### config.mk
export PLATFORM = sky130hd
export DESIGN_NAME = vclr_regs
export DESIGN_NICKNAME = d
export VERILOG_FILES = /design/src/logic/vclr_pkg.sv /design/src/logic/vclr_regs.sv /design/src/logic/vclr_pin_sync.sv /design/src/logic/vclr_src_gate.sv
export SDC_FILE = /design/constraint.sdc
export NUM_CORES = 1
export LEC_CHECK = 0
export ABC_AREA = 0
export BUFFER_PORTS_ARGS = -buffer_cell sky130_fd_sc_hd__buf_2
export CORE_ASPECT_RATIO = 1.25
export CORE_UTILIZATION = 59
export CTS_BUF_LIST = sky130_fd_sc_hd__clkbuf_8
export CTS_CLUSTER_SIZE = 30
export DETAILED_ROUTE_END_ITERATION = 10
export GPL_TIMING_DRIVEN = 0
export PLACE_DENSITY = 0.88
export SLEW_MARGIN = 10
export SYNTH_ARGS = -nofsm -noshare
export SYNTH_HDL_FRONTEND = slang
export SYNTH_SLANG_ARGS = --single-unit
export TNS_END_PERCENT = 100
### constraint.sdc
create_clock -name clk -period 3.1 [get_ports clk]
set_input_delay 0.155 -clock clk [delete_from_list [all_inputs] [get_ports clk]]
set_output_delay 0.155 -clock clk [all_outputs]
set_load 0.05 [all_outputs]
### src/logic/vclr_pkg.sv
package vclr_pkg;

    // ------------------------------------------------------------
    // Command codes of the vendor register set
    // ------------------------------------------------------------
    localparam logic [7:0]  VCLR_LOCK_RESET_OFS = 8'hd0;
    localparam logic [7:0]  VCLR_SLEW_OFS       = 8'hd6;
    localparam logic [7:0]  VCLR_MAX_CURRENT_SETTING_PIN_OFS       = 8'hdd;
    localparam logic [7:0]  VCLR_MASK_OFS       = 8'hf9;

    // ------------------------------------------------------------
    // Field positions
    // ------------------------------------------------------------
    localparam int          VCLR_LOCK_BIT       = 0;
    localparam int          VCLR_RESET_BIT      = 1;
    localparam int          VCLR_SLEW_MSB       = 7;
    localparam int          VCLR_SLEW_LSB       = 5;
    localparam int          VCLR_MASK_VOUT_BIT  = 7;
    localparam int          VCLR_MASK_IOUT_BIT  = 6;
    localparam int          VCLR_MASK_OV_BIT    = 5;
    localparam int          VCLR_MASK_UV_BIT    = 4;
    localparam int          VCLR_MASK_OC_BIT    = 3;
    localparam int          VCLR_MASK_OT_BIT    = 2;
    localparam int          VCLR_MASK_CML_BIT   = 1;
    localparam int          VCLR_MASK_AUX_BIT   = 0;
    localparam int          VCLR_IOUT_OC_BIT    = 7;

    // ------------------------------------------------------------
    // Values after reset and decode constants
    // ------------------------------------------------------------
    localparam logic        VCLR_LOCK_RST       = 1'b0;
    localparam logic [2:0]  VCLR_SLEW_RST       = 3'h0;
    localparam logic [15:0] VCLR_MAX_CURRENT_SETTING_PIN_RST       = 16'h0000;
    localparam logic [7:0]  VCLR_MASK_RST       = 8'h00;
    localparam logic [15:0] VCLR_RDATA_RST      = 16'h0000;
    localparam logic [7:0]  VCLR_SLEW_UNIT      = 8'h01;  // 0.125 mV/us per count
    localparam logic [7:0]  VCLR_SLEW_RATE_RST  = 8'h01;
    localparam logic [7:0]  VCLR_SLEW_4MV       = 8'h20;
    localparam int          VCLR_SYNC_STAGES    = 3;

endpackage

### src/logic/vclr_regs.sv
`timescale 1ns/1ps
module vclr_regs
    import vclr_pkg::*;
(
    input  wire logic        clk,                        // 25 MHz system clock
    input  wire logic        rst,                        // Power-on reset, sync
    input  wire logic        cmd_wr,                     // Write strobe, one cycle
    input  wire logic        cmd_rd,                     // Read strobe, one cycle
    input  wire logic [7:0]  cmd_code,                   // Command code
    input  wire logic [15:0] cmd_wdata,                  // Write data
    output logic      [15:0] rsp_rdata_q,                // Read data
    output logic             rsp_valid_q,                // Read data valid
    output logic             rsp_unsupported_q,          // Bad code or write to RO
    input  wire logic [2:0]  ss_rate_pin,                // Soft-start rate pin
    input  wire logic [15:0] max_current_setting_pin,    // Max current in A
    input  wire logic        startup_done,               // Startup pulse
    input  wire logic [7:0]  vout_status_flags,          // Output voltage flags
    input  wire logic [6:0]  iout_status_flags,          // Output current flags 6:0
    input  wire logic [7:0]  cml_status_flags,           // Communication flags
    input  wire logic        ovp_abs_event,              // Absolute overvoltage
    input  wire logic        ovp_event,                  // Normal overvoltage
    input  wire logic        uvp_event,                  // Undervoltage
    input  wire logic        ocp_event,                  // Overcurrent
    input  wire logic        otp_event,                  // Overtemperature
    input  wire logic        aux_voltage_monitor_event,  // Aux monitor limit
    input  wire logic        ocp_shutdown,               // Off due to overcurrent
    input  wire logic        iout_fault_clear,           // Clear overcurrent flag
    output logic             alert_q,                    // Alert request, high
    output logic      [7:0]  slew_rate_eighths_q,        // Slew in 0.125 mV/us
    output logic             lock_active_q,              // Lock state
    output logic             iout_oc_fault_q,            // Overcurrent fault flag
    output logic             soft_reset_pulse_q          // Soft reset to device
);

    // ------------------------------------------------------------
    // Pin synchronisers
    // ------------------------------------------------------------
    logic [2:0]  ss_sync;
    logic [15:0] max_current_setting_pin_sync;

    vclr_pin_sync #(.W(3), .RST_VAL(VCLR_SLEW_RST)) u_ss_sync (
        .clk    (clk),
        .rst    (rst),
        .pin_in (ss_rate_pin),
        .val_q  (ss_sync)
    );

    vclr_pin_sync #(.W(16), .RST_VAL(VCLR_MAX_CURRENT_SETTING_PIN_RST)) u_max_current_setting_pin_sync (
        .clk    (clk),
        .rst    (rst),
        .pin_in (max_current_setting_pin),
        .val_q  (max_current_setting_pin_sync)
    );

    // ------------------------------------------------------------
    // Register state
    // ------------------------------------------------------------
    logic        lock_q;
    logic        lock_d;
    logic [2:0]  slew_q;
    logic [2:0]  slew_d;
    logic [7:0]  mask_q;
    logic [7:0]  mask_d;
    logic        oc_d;
    logic        soft_rst;
    logic        wr_ok;
    logic        hit_lr;
    logic        hit_slew;
    logic        hit_max_current_setting_pin;
    logic        hit_mask;

    // Command decode
    always_comb begin
        hit_lr   = (cmd_code == VCLR_LOCK_RESET_OFS);
        hit_slew = (cmd_code == VCLR_SLEW_OFS);
        hit_max_current_setting_pin = (cmd_code == VCLR_MAX_CURRENT_SETTING_PIN_OFS);
        hit_mask = (cmd_code == VCLR_MASK_OFS);
        wr_ok    = cmd_wr & ~lock_q;
        soft_rst = wr_ok & hit_lr & cmd_wdata[VCLR_RESET_BIT];
    end

    // Next values; soft reset outranks a lock set in the same write
    always_comb begin
        lock_d = lock_q;
        slew_d = slew_q;
        mask_d = mask_q;
        if (soft_rst) begin
            lock_d = VCLR_LOCK_RST;
            slew_d = VCLR_SLEW_RST;
            mask_d = VCLR_MASK_RST;
        end else begin
            if (wr_ok && hit_lr) begin
                lock_d = cmd_wdata[VCLR_LOCK_BIT];
            end
            if (startup_done && !lock_q) begin
                slew_d = ss_sync;
            end
            // A host write in the same cycle wins over the startup load
            if (wr_ok && hit_slew) begin
                slew_d = cmd_wdata[VCLR_SLEW_MSB:VCLR_SLEW_LSB];
            end
            if (wr_ok && hit_mask) begin
                mask_d = cmd_wdata[7:0];
            end
        end
        oc_d = ocp_shutdown | (iout_oc_fault_q & ~iout_fault_clear & ~soft_rst);
    end

    always_ff @(posedge clk) begin
        if (rst) begin
            lock_q             <= VCLR_LOCK_RST;
            slew_q             <= VCLR_SLEW_RST;
            mask_q             <= VCLR_MASK_RST;
            iout_oc_fault_q    <= 1'b0;
            soft_reset_pulse_q <= 1'b0;
        end else begin
            lock_q             <= lock_d;
            slew_q             <= slew_d;
            mask_q             <= mask_d;
            iout_oc_fault_q    <= oc_d;
            soft_reset_pulse_q <= soft_rst;
        end
    end

    // ------------------------------------------------------------
    // Alert source gating
    // ------------------------------------------------------------
    logic [7:0] src_active;

    vclr_src_gate #(.W(8)) u_gate_vout (
        .flags    (vout_status_flags),
        .mask_bit (mask_q[VCLR_MASK_VOUT_BIT]),
        .active   (src_active[7])
    );
    vclr_src_gate #(.W(8)) u_gate_iout (
        .flags    ({iout_oc_fault_q, iout_status_flags}),  // Sticky flag is bit 7
        .mask_bit (mask_q[VCLR_MASK_IOUT_BIT]),
        .active   (src_active[6])
    );
    vclr_src_gate #(.W(2)) u_gate_ov (
        .flags    ({ovp_abs_event, ovp_event}),
        .mask_bit (mask_q[VCLR_MASK_OV_BIT]),
        .active   (src_active[5])
    );
    vclr_src_gate #(.W(1)) u_gate_uv (
        .flags    (uvp_event),
        .mask_bit (mask_q[VCLR_MASK_UV_BIT]),
        .active   (src_active[4])
    );
    vclr_src_gate #(.W(1)) u_gate_oc (
        .flags    (ocp_event),
        .mask_bit (mask_q[VCLR_MASK_OC_BIT]),
        .active   (src_active[3])
    );
    vclr_src_gate #(.W(1)) u_gate_ot (
        .flags    (otp_event),
        .mask_bit (mask_q[VCLR_MASK_OT_BIT]),
        .active   (src_active[2])
    );
    vclr_src_gate #(.W(8)) u_gate_cml (
        .flags    (cml_status_flags),
        .mask_bit (mask_q[VCLR_MASK_CML_BIT]),
        .active   (src_active[1])
    );
    vclr_src_gate #(.W(1)) u_gate_aux (
        .flags    (aux_voltage_monitor_event),
        .mask_bit (mask_q[VCLR_MASK_AUX_BIT]),
        .active   (src_active[0])
    );

    // ------------------------------------------------------------
    // Outputs: alert, slew decode, read port
    // ------------------------------------------------------------
    logic        alert_d;
    logic [7:0]  slew_rate_d;
    logic [15:0] rdata_d;
    logic        unsup_d;

    always_comb begin
        alert_d     = |src_active;
        slew_rate_d = VCLR_SLEW_UNIT << slew_q;
        rdata_d     = VCLR_RDATA_RST;
        unsup_d     = 1'b0;
        if (hit_lr) begin
            rdata_d[VCLR_LOCK_BIT] = lock_q;   // Reset bit always reads zero
        end else if (hit_slew) begin
            rdata_d[VCLR_SLEW_MSB:VCLR_SLEW_LSB] = slew_q;
        end else if (hit_max_current_setting_pin) begin
            rdata_d = max_current_setting_pin_sync;
            unsup_d = cmd_wr;
        end else if (hit_mask) begin
            rdata_d[7:0] = mask_q;
        end else begin
            unsup_d = cmd_wr | cmd_rd;
        end
    end

    // Read data holds until the next read; valid lasts one cycle
    always_ff @(posedge clk) begin
        if (rst) begin
            alert_q             <= 1'b0;
            slew_rate_eighths_q <= VCLR_SLEW_RATE_RST;
            lock_active_q       <= VCLR_LOCK_RST;
            rsp_rdata_q         <= VCLR_RDATA_RST;
            rsp_valid_q         <= 1'b0;
            rsp_unsupported_q   <= 1'b0;
        end else begin
            alert_q             <= alert_d;
            slew_rate_eighths_q <= slew_rate_d;
            lock_active_q       <= lock_d;
            rsp_rdata_q         <= cmd_rd ? rdata_d : rsp_rdata_q;
            rsp_valid_q         <= cmd_rd;
            rsp_unsupported_q   <= unsup_d;
        end
    end
endmodule

### src/logic/vclr_pin_sync.sv
`timescale 1ns/1ps
module vclr_pin_sync
    import vclr_pkg::*;
#(
    parameter int          W       = 1,
    parameter logic [W-1:0] RST_VAL = '0
) (
    input  wire logic         clk,     // System clock
    input  wire logic         rst,     // Synchronous reset
    input  wire logic [W-1:0] pin_in,  // Asynchronous pin level
    output logic      [W-1:0] val_q    // Settled level
);

    logic [W-1:0] s1_q;
    logic [W-1:0] s2_q;
    logic [W-1:0] s3_q;
    logic [W-1:0] val_d;

    // ------------------------------------------------------------
    // Accept only once stages two and three agree
    // ------------------------------------------------------------
    always_comb begin
        val_d = (s2_q == s3_q) ? s3_q : val_q;
    end

    // First stage feeds the second only, to contain metastability
    always_ff @(posedge clk) begin
        if (rst) begin
            s1_q  <= RST_VAL;
            s2_q  <= RST_VAL;
            s3_q  <= RST_VAL;
            val_q <= RST_VAL;
        end else begin
            s1_q  <= pin_in;
            s2_q  <= s1_q;
            s3_q  <= s2_q;
            val_q <= val_d;
        end
    end

endmodule

### src/logic/vclr_src_gate.sv
`timescale 1ns/1ps
module vclr_src_gate
    import vclr_pkg::*;
#(
    parameter int W = 1
) (
    input  wire logic [W-1:0] flags,     // Fault flags of one source group
    input  wire logic         mask_bit,  // Suppress this group when high
    output logic              active     // Group may raise the alert
);

    // A masked group never reaches the alert
    always_comb begin
        active = (|flags) & ~mask_bit;
    end

endmodule

==> results of run 1 <==
-- power by group --
group	switching, mW	internal [mW]
Combinational	0.112	0.120
Clock	0.589	0.858
Sequential	0.0168	1.54
-- synth_stat cells --
cell type / count
and3_1: 5
o221ai_1: 1
nand4_1: 6
o21ai_0: 7
o32ai_1: 1
nand3_1: 2
nor3_1: 9
buf_2: 2
and3b_1: 1
nor4_4: 1
a31o_2: 1
a211oi_1: 3
nand2b_1: 37
and4b_1: 1
a311oi_1: 1
and2_1: 5
or2_2: 1
nor4b_1: 1
o41a_1: 1
dfxtp_1: 117
a21oi_1: 9
nand2_1: 5
a22o_1: 16
clkbuf_1: 14
buf_6: 1
nor2b_1: 59
clkbuf_2: 1
or2b_1: 3
nor3b_1: 1
nor2_1: 26
xnor2_1: 19
a31oi_1: 1
o2bb2ai_1: 3
nor4_1: 6
and4bb_2: 1
a21boi_0: 1
a32o_1: 3
mux2i_1: 29
inv_1: 5
o22ai_1: 1
-- timing repair --
item,CTS,global route
endpoints found under the setup margin,0,0
hold endpoints to repair,29,0
hold buffers,29,0
-- sequential cells by signal, indices dropped and copies added (netlist names) --
name	flops
u_ss_sync.s3_q	3
u_max_current_setting_pin_sync.s3_q	16
rsp_unsupported_q	1
alert_q	1
iout_oc_fault_q	1
rsp_valid_q	1
lock_active_q	1
slew_rate_eighths_q	8
slew_q	3
u_max_current_setting_pin_sync.s1_q	16
u_ss_sync.s2_q	3
u_ss_sync.val_q	3
rsp_rdata_q	16
soft_reset_pulse_q	1
u_max_current_setting_pin_sync.val_q	16
u_max_current_setting_pin_sync.s2_q	16
mask_q	8
u_ss_sync.s1_q	3
-- per-layer routing --
| layer | track usage (%) | vias to the layer above | routed length, um |
|---|---|---|---|
| li1 | - | 1685 | - |
| met1 | 26.91 | 1534 | 3549 |
| met2 | 45.48 | 113 | 4675 |
| met3 | 9.484 | 29 | 482 |
| met4 | 13.96 | 0 | 298 |
| met5 | 0 | - | 0 |
-- path summary, 6_finish.rpt --
path / depth (start not counted) / end / from / slack (ns)
setup / recovery: 7 / iout_oc_fault_q / rst / 0.59
hold / removal: 3 / lock_active_q / cmd_wr / 0.03
setup reg to reg: 5 / u_max_current_setting_pin_sync.val_q[9] / u_max_current_setting_pin_sync.s3_q[10] / 1.21
hold reg to reg: 1 / u_max_current_setting_pin_sync.s2_q[13] / u_max_current_setting_pin_sync.s1_q[13] / 0.43
-- metrics by stage --
stage	cells	cell area, um2	setup WS [ns]	total power [mW]	hold slack, ns
after floorplan	407	4269	1.499	1.712	0.2341
after global placement	596	4877	1.308	1.783	0.3598
after detailed placement	596	4877	1.257	1.790	0.3644
after CTS	657	5594	0.6861	3.259	0.009305
after global routing	657	5594	0.4803	3.354	0.03865
final	657	5594	0.5858	3.236	0.02862
-- worst max-delay path, cell delays in order --
cell           delay [ns]
dlygate4sd3_1        0.53
buf_2                0.17
clkbuf_1             0.33
clkbuf_1             0.39
clkbuf_1             0.45
o32ai_1              0.18
dlygate4sd3_1        0.61
-- logic make-up after synthesis --
family          Yosys count  synth area share [%]
simple gates            170                 23.59
mux                      29                 6.800
xor+xnor                 19                 3.898
flops                   117                 54.87
compound gates           49                 8.558
buf+inv                  23                 2.286
-- final cells by class --
cell class | count | area [um2]
clock inverter | 12 | 151.4
tap | 90 | 112.6
multi-input combinational | 267 | 1829
clock buffer | 20 | 275.3
sequential | 117 | 2342
buffer | 18 | 78.83
fill | 449 | 1383
timing repair buffer | 128 | 785.8
inverter | 5 | 18.77
==> metrics.md, run 1 <==
| Metric | Value |
|---|---|
| Status | `completed` |
| Clk root buf | `clkbuf_8` |
| Final Max Slew Viols | `0` |
| Skew final | `0.006471 ns` |
| Synth area leader | `dfxtp_1` |
| CTS max path bufs | `2` |
| Fin. Hold Viols | `0` |
| Layout area overhead | `31.04%` |
| Post-CTS resize count | `0` |
| Pin count of the biggest net entering global routing | `17` |
| Syn Inst Count | `between 400 and 500` |
| Util after Layout | `between 80% and 90%` |
| Pleak | `2.362 nW` |
| Top area cells in the synthesized netlist | `dfxtp_1, nor2b_1, mux2i_1` |
| Worst Hold Class | `in2reg` |
| Number of routed nets with antenna violations | `0` |
| Syn avg cell area | `10.49 um2` |
| Clock Sinks | `between 100 and 150` |
| Slew margin rel. | `57.72%` |
| Maxcap violations | `0` |
| Most frequent cells in the layout | `dfxtp_1, buf_2, nor2b_1, nand2b_1` |
| CP required | `3.40 ns` |
| Die X-Extent | `around 80 um` |
| Number of diodes | `0` |
| Routed wire length | `roughly 9000 um` |
| I/O Buffers | `around 100` |
| Top-area cell type share of the netlist area | `54.87%` |
| Layout cell share with drive strength beyond 1 | `between 20% and 30%` |
| Worst skew pair latency | `about 0.42 ns` |
| Area of the mapped netlist | `approximately 0.0043 mm2` |
| Fin crit share | `slightly above 80%` |
| Via count | `~3,400` |
| H-tree depth | `4` |
| First-pass GRT wire length | `approximately 15,000 um` |
| Warnings from Yosys | `0` |
| Total Neg Setup Slack | `0 ns` |
| Total global routing overflow | `0` |
| Initial DRC Count | `~150` |
| CTS clk-pin slew, worst paths | `0.07 ns` |
| Row count | `34` |
| Commonest non-fill, non-tap cell in the layout | `dfxtp_1` |
| GRT Resource Usage Total | `26.14%` |
| CTS tree | `done` |
| Setup violations, final | `0` |
| Distinct cells, synth | `40` |
| Max Clk Rate | `just under 0.4 GHz` |
| Die Span Y | `a little under 100 um` |
| Area of the core | `roughly 0.007 mm2` |
| Post-DR vias/cell | `between 5 and 6` |
| Residual DRC | `0` |
| Routability cong. | `0.9105` |
| RSZ-0062 raised after global routing | `false` |
| Hpwl dp | `approximately 6300 um` |
| Max FO, Critical Path | `10` |
| CP endpoint kind | `flip-flop` |
| WP data arrival | `~2.8 ns` |
| Synthesized flop and latch total | `~120` |
| Power per cell area | `between 500 and 600 mW/mm2` |
| Initial antenna violation count | `0` |
| Buffer count from post-CTS setup fixing | `0` |
| Setup crit start kind | `primary input` |
| Nets | `633` |
| VDD IR max | `between 0.4 and 0.5 mV` |
| DRT Pass-1 Iters | `4` |
| Actual slew at the worst max-slew pin | `0.6295 ns` |
| WS Path Type | `in2reg` |
| Min Tclk post-route | `around 2.5 ns` |
| Starting Density | `61.19%` |
| Wire per inst | `13.71 um` |
| Synthesized Nets | `between 400 and 500` |
| Sequential fraction of the synthesis area | `between 50% and 60%` |
| Vias in the first global route | `around 3,400` |
| I/O pin total | `109` |
| DIE AREA | `0.007582 mm2` |
| Number of buffers created by CTS | `17` |
Power figures use the tool's default switching activity.
==> run 2, diff against run 1 <==
Settings changed: CORE_UTILIZATION 59 to 49, PLACE_DENSITY 0.88 to 0.78.
Clock period 3.1 ns to 2.1 ns, I/O delays scaled along.
==> run 2 against run 1 <==
  * Routed wire length decreased by 2.7%
  * Sequential power is 47% higher
  * Final area decreased by 0.16%
  * Final cell count up 1.7%
  * Register-to-register slack lost 0.97 ns
  * Clock power increased by 30%
  * Highest routed layer unchanged
  * Via count decreased by 0.51%
  * Combinational power increased by 50%
==> metrics.md, run 2 (synthesis results as in run 1) <==
| Metric | Value |
|---|---|
| Slew margin rel. | `58.22% (was 57.72%)` |
| RSZ-0062 raised after global routing | `false (unchanged)` |
| Hpwl dp | `6493 um (was 6289 um)` |
| Logic pwr share | `7.7% (was 7.2%)` |
| Most frequent cells in the layout | `dfxtp_1, buf_2, nor2b_1, nand2b_1, dlygate4sd3_1 (was dfxtp_1, buf_2, nor2b_1, nand2b_1)` |
| H-tree depth | `4 (unchanged)` |
| Post-DR vias/cell | `5.006 (was 5.116)` |
| Routability cong. | `0.8583 (was 0.9105)` |
| Worst Hold Class | `in2reg (unchanged)` |
| Clk root buf | `clkbuf_8 (unchanged)` |
| Buffer count from post-CTS setup fixing | `0 (unchanged)` |
| Met3 Use GR | `5.590% (was 9.484%)` |
| CTS tree | `done (unchanged)` |
| Number of routed nets with antenna violations | `0 (unchanged)` |
| Maxcap violations | `0 (unchanged)` |
| Total global routing overflow | `0 (unchanged)` |
| Min Tclk post-route | `between 1.5 and 2 ns` |
| Max Clk Rate | `around 0.53 GHz` |
| Initial DRC Count | `131 (was 153)` |
| Switching fraction of total power | `22.42% (was 22.20%)` |
| Wire per inst | `13.11 um (was 13.71 um)` |
| Fin. Hold Viols | `0 (unchanged)` |
| CP required | `2.40 ns (was 3.40 ns)` |
| Clk network pwr share | `41.5% (was 44.7%)` |
| Number of buffers created by CTS | `17 (unchanged)` |
| Worst skew pair latency | `0.41 ns (was 0.42 ns)` |
| Internal | `3.509 mW (was 2.517 mW)` |
| Pin count of the biggest net entering global routing | `17 (unchanged)` |
| Flop2flop setup slack | `0.24 ns (was 1.21 ns)` |
| Filler Cell Count | `655 (was 449)` |
| Skew final | `0.006355 ns (was 0.006471 ns)` |
| Final Max Slew Viols | `0 (unchanged)` |
| CTS max path bufs | `2 (unchanged)` |
| DIE AREA | `0.009092 mm2 (was 0.007582 mm2)` |
| First-pass GRT wire length | `14,590 um (was 15,040 um)` |
| Routed wire length | `8758 um (was 9005 um)` |
| Vias in the first global route | `3,281 (was 3,415)` |
| Die Span Y | `106.4 um (was 97.11 um)` |
| Setup crit start kind | `primary input (unchanged)` |
| DRT Pass-1 Iters | `6 (was 4)` |
| Met1 usage | `22.54% (was 26.91%)` |
| Layout cell share with drive strength beyond 1 | `23.64% (was 24.51%)` |
| I/O pin total | `109 (unchanged)` |
| GRT Resource Usage Total | `20.61% (was 26.14%)` |
| Status | `completed (unchanged)` |
| WP data arrival | `2.17 ns (was 2.82 ns)` |
| Post-CTS resize count | `0 (unchanged)` |
| Setup violations, final | `0 (unchanged)` |
| Row count | `37 (was 34)` |
| Nets | `637 (was 633)` |
| Part of the power in registers | `50.8% (was 48.1%)` |
| Layout area overhead | `30.83% (was 31.04%)` |
| CP endpoint kind | `flip-flop (unchanged)` |
| Area of the core | `0.008333 mm2 (was 0.006977 mm2)` |
| Total Neg Setup Slack | `0 ns (unchanged)` |
| I/O Buffers | `99 (unchanged)` |
| Commonest non-fill, non-tap cell in the layout | `dfxtp_1 (unchanged)` |
| VDD IR max | `0.4966 mV (was 0.4457 mV)` |
| GR Util met2 | `36.63% (was 45.48%)` |
| CTS clk-pin slew, worst paths | `0.07 ns (about the same)` |
| Gr busiest metal | `met2 (unchanged)` |
| WS Path Type | `in2reg (unchanged)` |
| Fin crit share | `89.04%` |
| Actual slew at the worst max-slew pin | `0.6221 ns (was 0.6295 ns)` |
| WHS | `0.1252 ns (was 0.02862 ns)` |
| Via count | `3,344 (was 3,361)` |
| Number of diodes | `0 (unchanged)` |
| Max FO, Critical Path | `10 (unchanged)` |
| Residual DRC | `0 (unchanged)` |
| Switching pwr | `1.014 mW (was 718.3 uW)` |
| Starting Density | `51.23% (was 61.19%)` |
| Clock Sinks | `117 (unchanged)` |
| Power per cell area | `809.9 mW/mm2 (was 578.4 mW/mm2)` |
| Pleak | `2.371 nW (was 2.362 nW)` |
| Initial antenna violation count | `0 (unchanged)` |
| Die X-Extent | `85.49 um (was 78.08 um)` |
==> run 2: cell count changes in the layout (fill, tap and decap cells not counted) <==
cell and change:
inv_1 +4, clkbuf_8 -2, dlygate4sd3_1 +4, clkinv_2 +2, clkinv_4 -1, clkinvlp_4 -1
bufinv_16 -1, inv_6 -1
==> run 2: per-layer routing <==
metal  wire, um  vias to the layer above
met5          0                        -
met4        143                        0
met3        351                       16
met2       4568                       76
met1       3695                     1552
li1           -                     1700
==> run 2: what timing repair did <==
| item | 4_1_cts | 5_1_grt |
|---|---|---|
| endpoints found under the hold margin | 35 | 0 |
| hold buffers | 33 | 0 |
| setup endpoints to repair | 0 | 0 |
==> run 2: area by class of cell <==
type	count	area [um2]	share of cell area [%]
Tap cell	97	121.4	2.173
Multi-Input combinational cell	267	1829	32.75
Clock buffer	18	247.7	4.435
Buffer	18	78.83	1.411
Clock inverter	14	121.4	2.173
Sequential cell	117	2342	41.94
Timing Repair Buffer	132	825.8	14.78
Inverter	5	18.77	0.3360
==> run 2: critical path, stage by stage <==
cell and delay [ns]:
buf_2 0.15, clkbuf_1 0.35, clkbuf_1 0.38, clkbuf_1 0.45
o32ai_1 0.14, dlygate4sd3_1 0.58
==> run 2: path summary, 6_finish.rpt <==
| path | from | end | cells past startpoint |
|---|---|---|---|
| worst max-delay path | rst | iout_oc_fault_q | 6 |
| worst min-delay path | cmd_code[4] | rsp_unsupported_q | 4 |
| worst max register to register | u_max_current_setting_pin_sync.s3_q[14] | u_max_current_setting_pin_sync.val_q[11] | 5 |
| worst min register to register | u_ss_sync.s1_q[0] | u_ss_sync.s2_q[0] | 1 |
==> run 2: per-stage QoR <==
step	total power, mW	std cells	setup WS [ns]	util, %	area, um2
after floorplan	2.528	407	0.4987	-	4269
after global placement	2.636	603	0.2904	58.63	4886
after detailed placement	2.647	603	0.2319	58.63	4886
after CTS	4.576	668	0.2208	67.03	5585
after global routing	4.695	668	0.08435	67.03	5585
final	4.524	668	0.2302	67.03	5585
==> run 2: power groups by stage <==
stage	registers, mW	logic (mW)	clock network [mW]
after global routing	2.30	0.381	2.01
final	2.30	0.348	1.88
after CTS	2.30	0.347	1.93
after global placement	2.35	0.291	0
after detailed placement	2.35	0.300	0
after floorplan	2.36	0.165	0
==> run 3, diff against run 2 <==
Settings changed: CORE_UTILIZATION 49 to 59, PLACE_DENSITY 0.78 to 0.88.
Clock period 2.1 ns to 2.4 ns, I/O delays scaled along.
==> run 3 against run 2 <==
  * Total power decreased by 7.6%
  * Die area fell by 17%
  * Routed wire length is 4.1% higher
  * Utilization increased by 14 points
  * Final cell count is 1.2% lower
  * Count of clock-buffer cells in the layout rose by 2
  * Via count up 0.42%
  * Sequential cell count unchanged
  * Critical path depth increased by 1
  * Worst setup slack got worse by 0.13 ns
  * Non-clock buffer count decreased by 1
  * Sequential power down 13%
  * Critical path type unchanged
  * Largest cell class unchanged
  * Largest power group unchanged
==> metrics.md, run 3 (synthesis results as in run 1) <==
| Metric | Value |
|---|---|
| Via count | `3,358 (was 3,344)` |
| Total Neg Setup Slack | `0 ns (unchanged)` |
| Number of diodes | `0 (unchanged)` |
| Fin. Hold Viols | `0 (unchanged)` |
| Number of buffers created by CTS | `17 (unchanged)` |
| Initial DRC Count | `172 (was 131)` |
| Min Tclk post-route | `between 2 and 2.5 ns` |
| Pin count of the biggest net entering global routing | `17 (unchanged)` |
| CP endpoint kind | `flip-flop (unchanged)` |
| CP required | `2.70 ns (was 2.40 ns)` |
| Max Clk Rate | `about 0.43 GHz` |
| Status | `completed (unchanged)` |
| DIE AREA | `0.007582 mm2 (was 0.009092 mm2)` |
| WP buf/inv | `6 (was 5)` |
| Layout cell share with drive strength beyond 1 | `24.56% (was 23.64%)` |
| VDD IR max | `0.5757 mV (was 0.4966 mV)` |
| Routability cong. | `0.9105 (was 0.8583)` |
| Power per cell area | `743.3 mW/mm2 (was 809.9 mW/mm2)` |
| I/O Buffers | `99 (unchanged)` |
| Skew final | `0.006740 ns (was 0.006355 ns)` |
| Hpwl dp | `6289 um (was 6493 um)` |
| Clock Sinks | `117 (unchanged)` |
| Most frequent cells in the layout | `dfxtp_1, buf_2, nor2b_1, nand2b_1, dlygate4sd3_1 (unchanged)` |
| DRT Pass-1 Iters | `4 (was 6)` |
| Top cell family by delay on the critical path | `buffers and inverters (unchanged)` |
| Maxcap violations | `0 (unchanged)` |
| Die X-Extent | `78.08 um (was 85.49 um)` |
| Critical Path Max Stage Delay | `0.59 ns (was 0.58 ns)` |
| H-tree depth | `4 (unchanged)` |
| CTS max path bufs | `2 (unchanged)` |
| Starting Density | `61.19% (was 51.23%)` |
| Final Max Slew Viols | `0 (unchanged)` |
| CTS clk-pin slew, worst paths | `0.07 ns (about the same)` |
| Row count | `34 (was 37)` |
| Clk root buf | `clkbuf_8 (unchanged)` |
| Layout area overhead | `31.77% (was 30.83%)` |
| WS Path Type | `in2reg (unchanged)` |
| Slew margin rel. | `57.97% (was 58.22%)` |
| Max FO, Critical Path | `10 (unchanged)` |
| CP max-delay cell | `dlygate4sd3_1 (unchanged)` |
| Actual slew at the worst max-slew pin | `0.6258 ns (was 0.6221 ns)` |
| Worst Hold Class | `in2reg (unchanged)` |
| Post-DR vias/cell | `5.088 (was 5.006)` |
| Util after Layout | `80.63% (was 67.03%)` |
| First-pass GRT wire length | `15,140 um (was 14,590 um)` |
| Nets | `636 (was 637)` |
| Worst skew pair latency | `0.42 ns (was 0.41 ns)` |
| Finished Cell Area | `0.005625 mm2 (was 0.005585 mm2)` |
| DP Area | `0.004877 mm2 (was 0.004886 mm2)` |
| Commonest non-fill, non-tap cell in the layout | `dfxtp_1 (unchanged)` |
| Crit path cell chain | `dlygate4sd3_1 -> buf_2 -> clkbuf_1 -> clkbuf_1 -> clkbuf_2 -> o32ai_1 -> dlygate4sd3_1 (was buf_2 -> clkbuf_1 -> clkbuf_1 -> clkbuf_1 -> o32ai_1 -> dlygate4sd3_1)` |
| Fin crit share | `roughly 96%` |
| Total global routing overflow | `0 (unchanged)` |
| Setup violations, final | `0 (unchanged)` |
| WP data arrival | `2.61 ns (was 2.17 ns)` |
| Vias in the first global route | `3,448 (was 3,281)` |
| Die Span Y | `97.11 um (was 106.4 um)` |
| Area of the core | `0.006977 mm2 (was 0.008333 mm2)` |
| Pleak | `2.377 nW (was 2.371 nW)` |
| Buffer count from post-CTS setup fixing | `0 (unchanged)` |
| CTS tree | `done (unchanged)` |
| I/O pin total | `109 (unchanged)` |
| Routed wire length | `9121 um (was 8758 um)` |
| Setup crit start kind | `primary input (unchanged)` |
| Residual DRC | `0 (unchanged)` |
| Initial antenna violation count | `0 (unchanged)` |
| Pwr Total | `4.182 mW (was 4.524 mW)` |
| GRT Resource Usage Total | `26.32% (was 20.61%)` |
| WHS | `0.1294 ns (was 0.1252 ns)` |
| Number of routed nets with antenna violations | `0 (unchanged)` |
| Wire per inst | `13.82 um (was 13.11 um)` |
[run 3: layer usage]
layer	vias up	global-route usage [%]	part of all wire, %
met5	-	0	0
met4	0	14.10	3.2
met3	29	9.577	5.4
met2	105	45.95	52
met1	1532	26.93	40
li1	1692	-	-
[run 3: path summary, 6_finish.rpt]
kind	start	end	slack [ns]	cells past startpoint
worst max-delay path	rst	iout_oc_fault_q	0.1	7
worst min-delay path	uvp_event	alert_q	0.13	5
worst max register to register	u_max_current_setting_pin_sync.s3_q[10]	u_max_current_setting_pin_sync.val_q[9]	0.51	5
worst min register to register	u_max_current_setting_pin_sync.s1_q[13]	u_max_current_setting_pin_sync.s2_q[13]	0.43	1
[run 3: timing repair]
action / 4_1_cts / 5_1_grt
resized for setup: 0 / 2
endpoints found under the hold margin: 33 / 0
setup endpoints to repair: 0 / 1
hold buffers: 32 / 0
[run 3: per-stage QoR]
stage	cells	worst slack [ns]
after floorplan	407	0.7987
after global placement	596	0.6079
after detailed placement	596	0.5572
after CTS	660	0.02113
after global routing	660	-0.005701
final	660	0.09526
[run 3: final cells by class]
| cell class | instances | area (um2) |
|---|---|---|
| flip-flops and latches | 117 | 2342 |
| multi-input cells | 267 | 1829 |
| fillers | 440 | 1351 |
| repair buffers | 131 | 815.8 |
| clock buffers | 20 | 275.3 |
| clock inverters | 12 | 151.4 |
| well taps | 90 | 112.6 |
| plain buffers | 18 | 80.08 |
| inverters | 5 | 18.77 |
[run 3: power by group]
group,switching (mW),internal [mW]
Clock,0.759,1.11
Sequential,0.0218,1.99
Combinational,0.146,0.158
[run 3: worst reg2reg max path, cell delays in order, from the launching register on]
cell,delay (ns)
dfxtp_1,0.31
xnor2_1,0.18
nand4_1,0.19
nor4_4,0.64
buf_6,0.26
mux2i_1,0.22
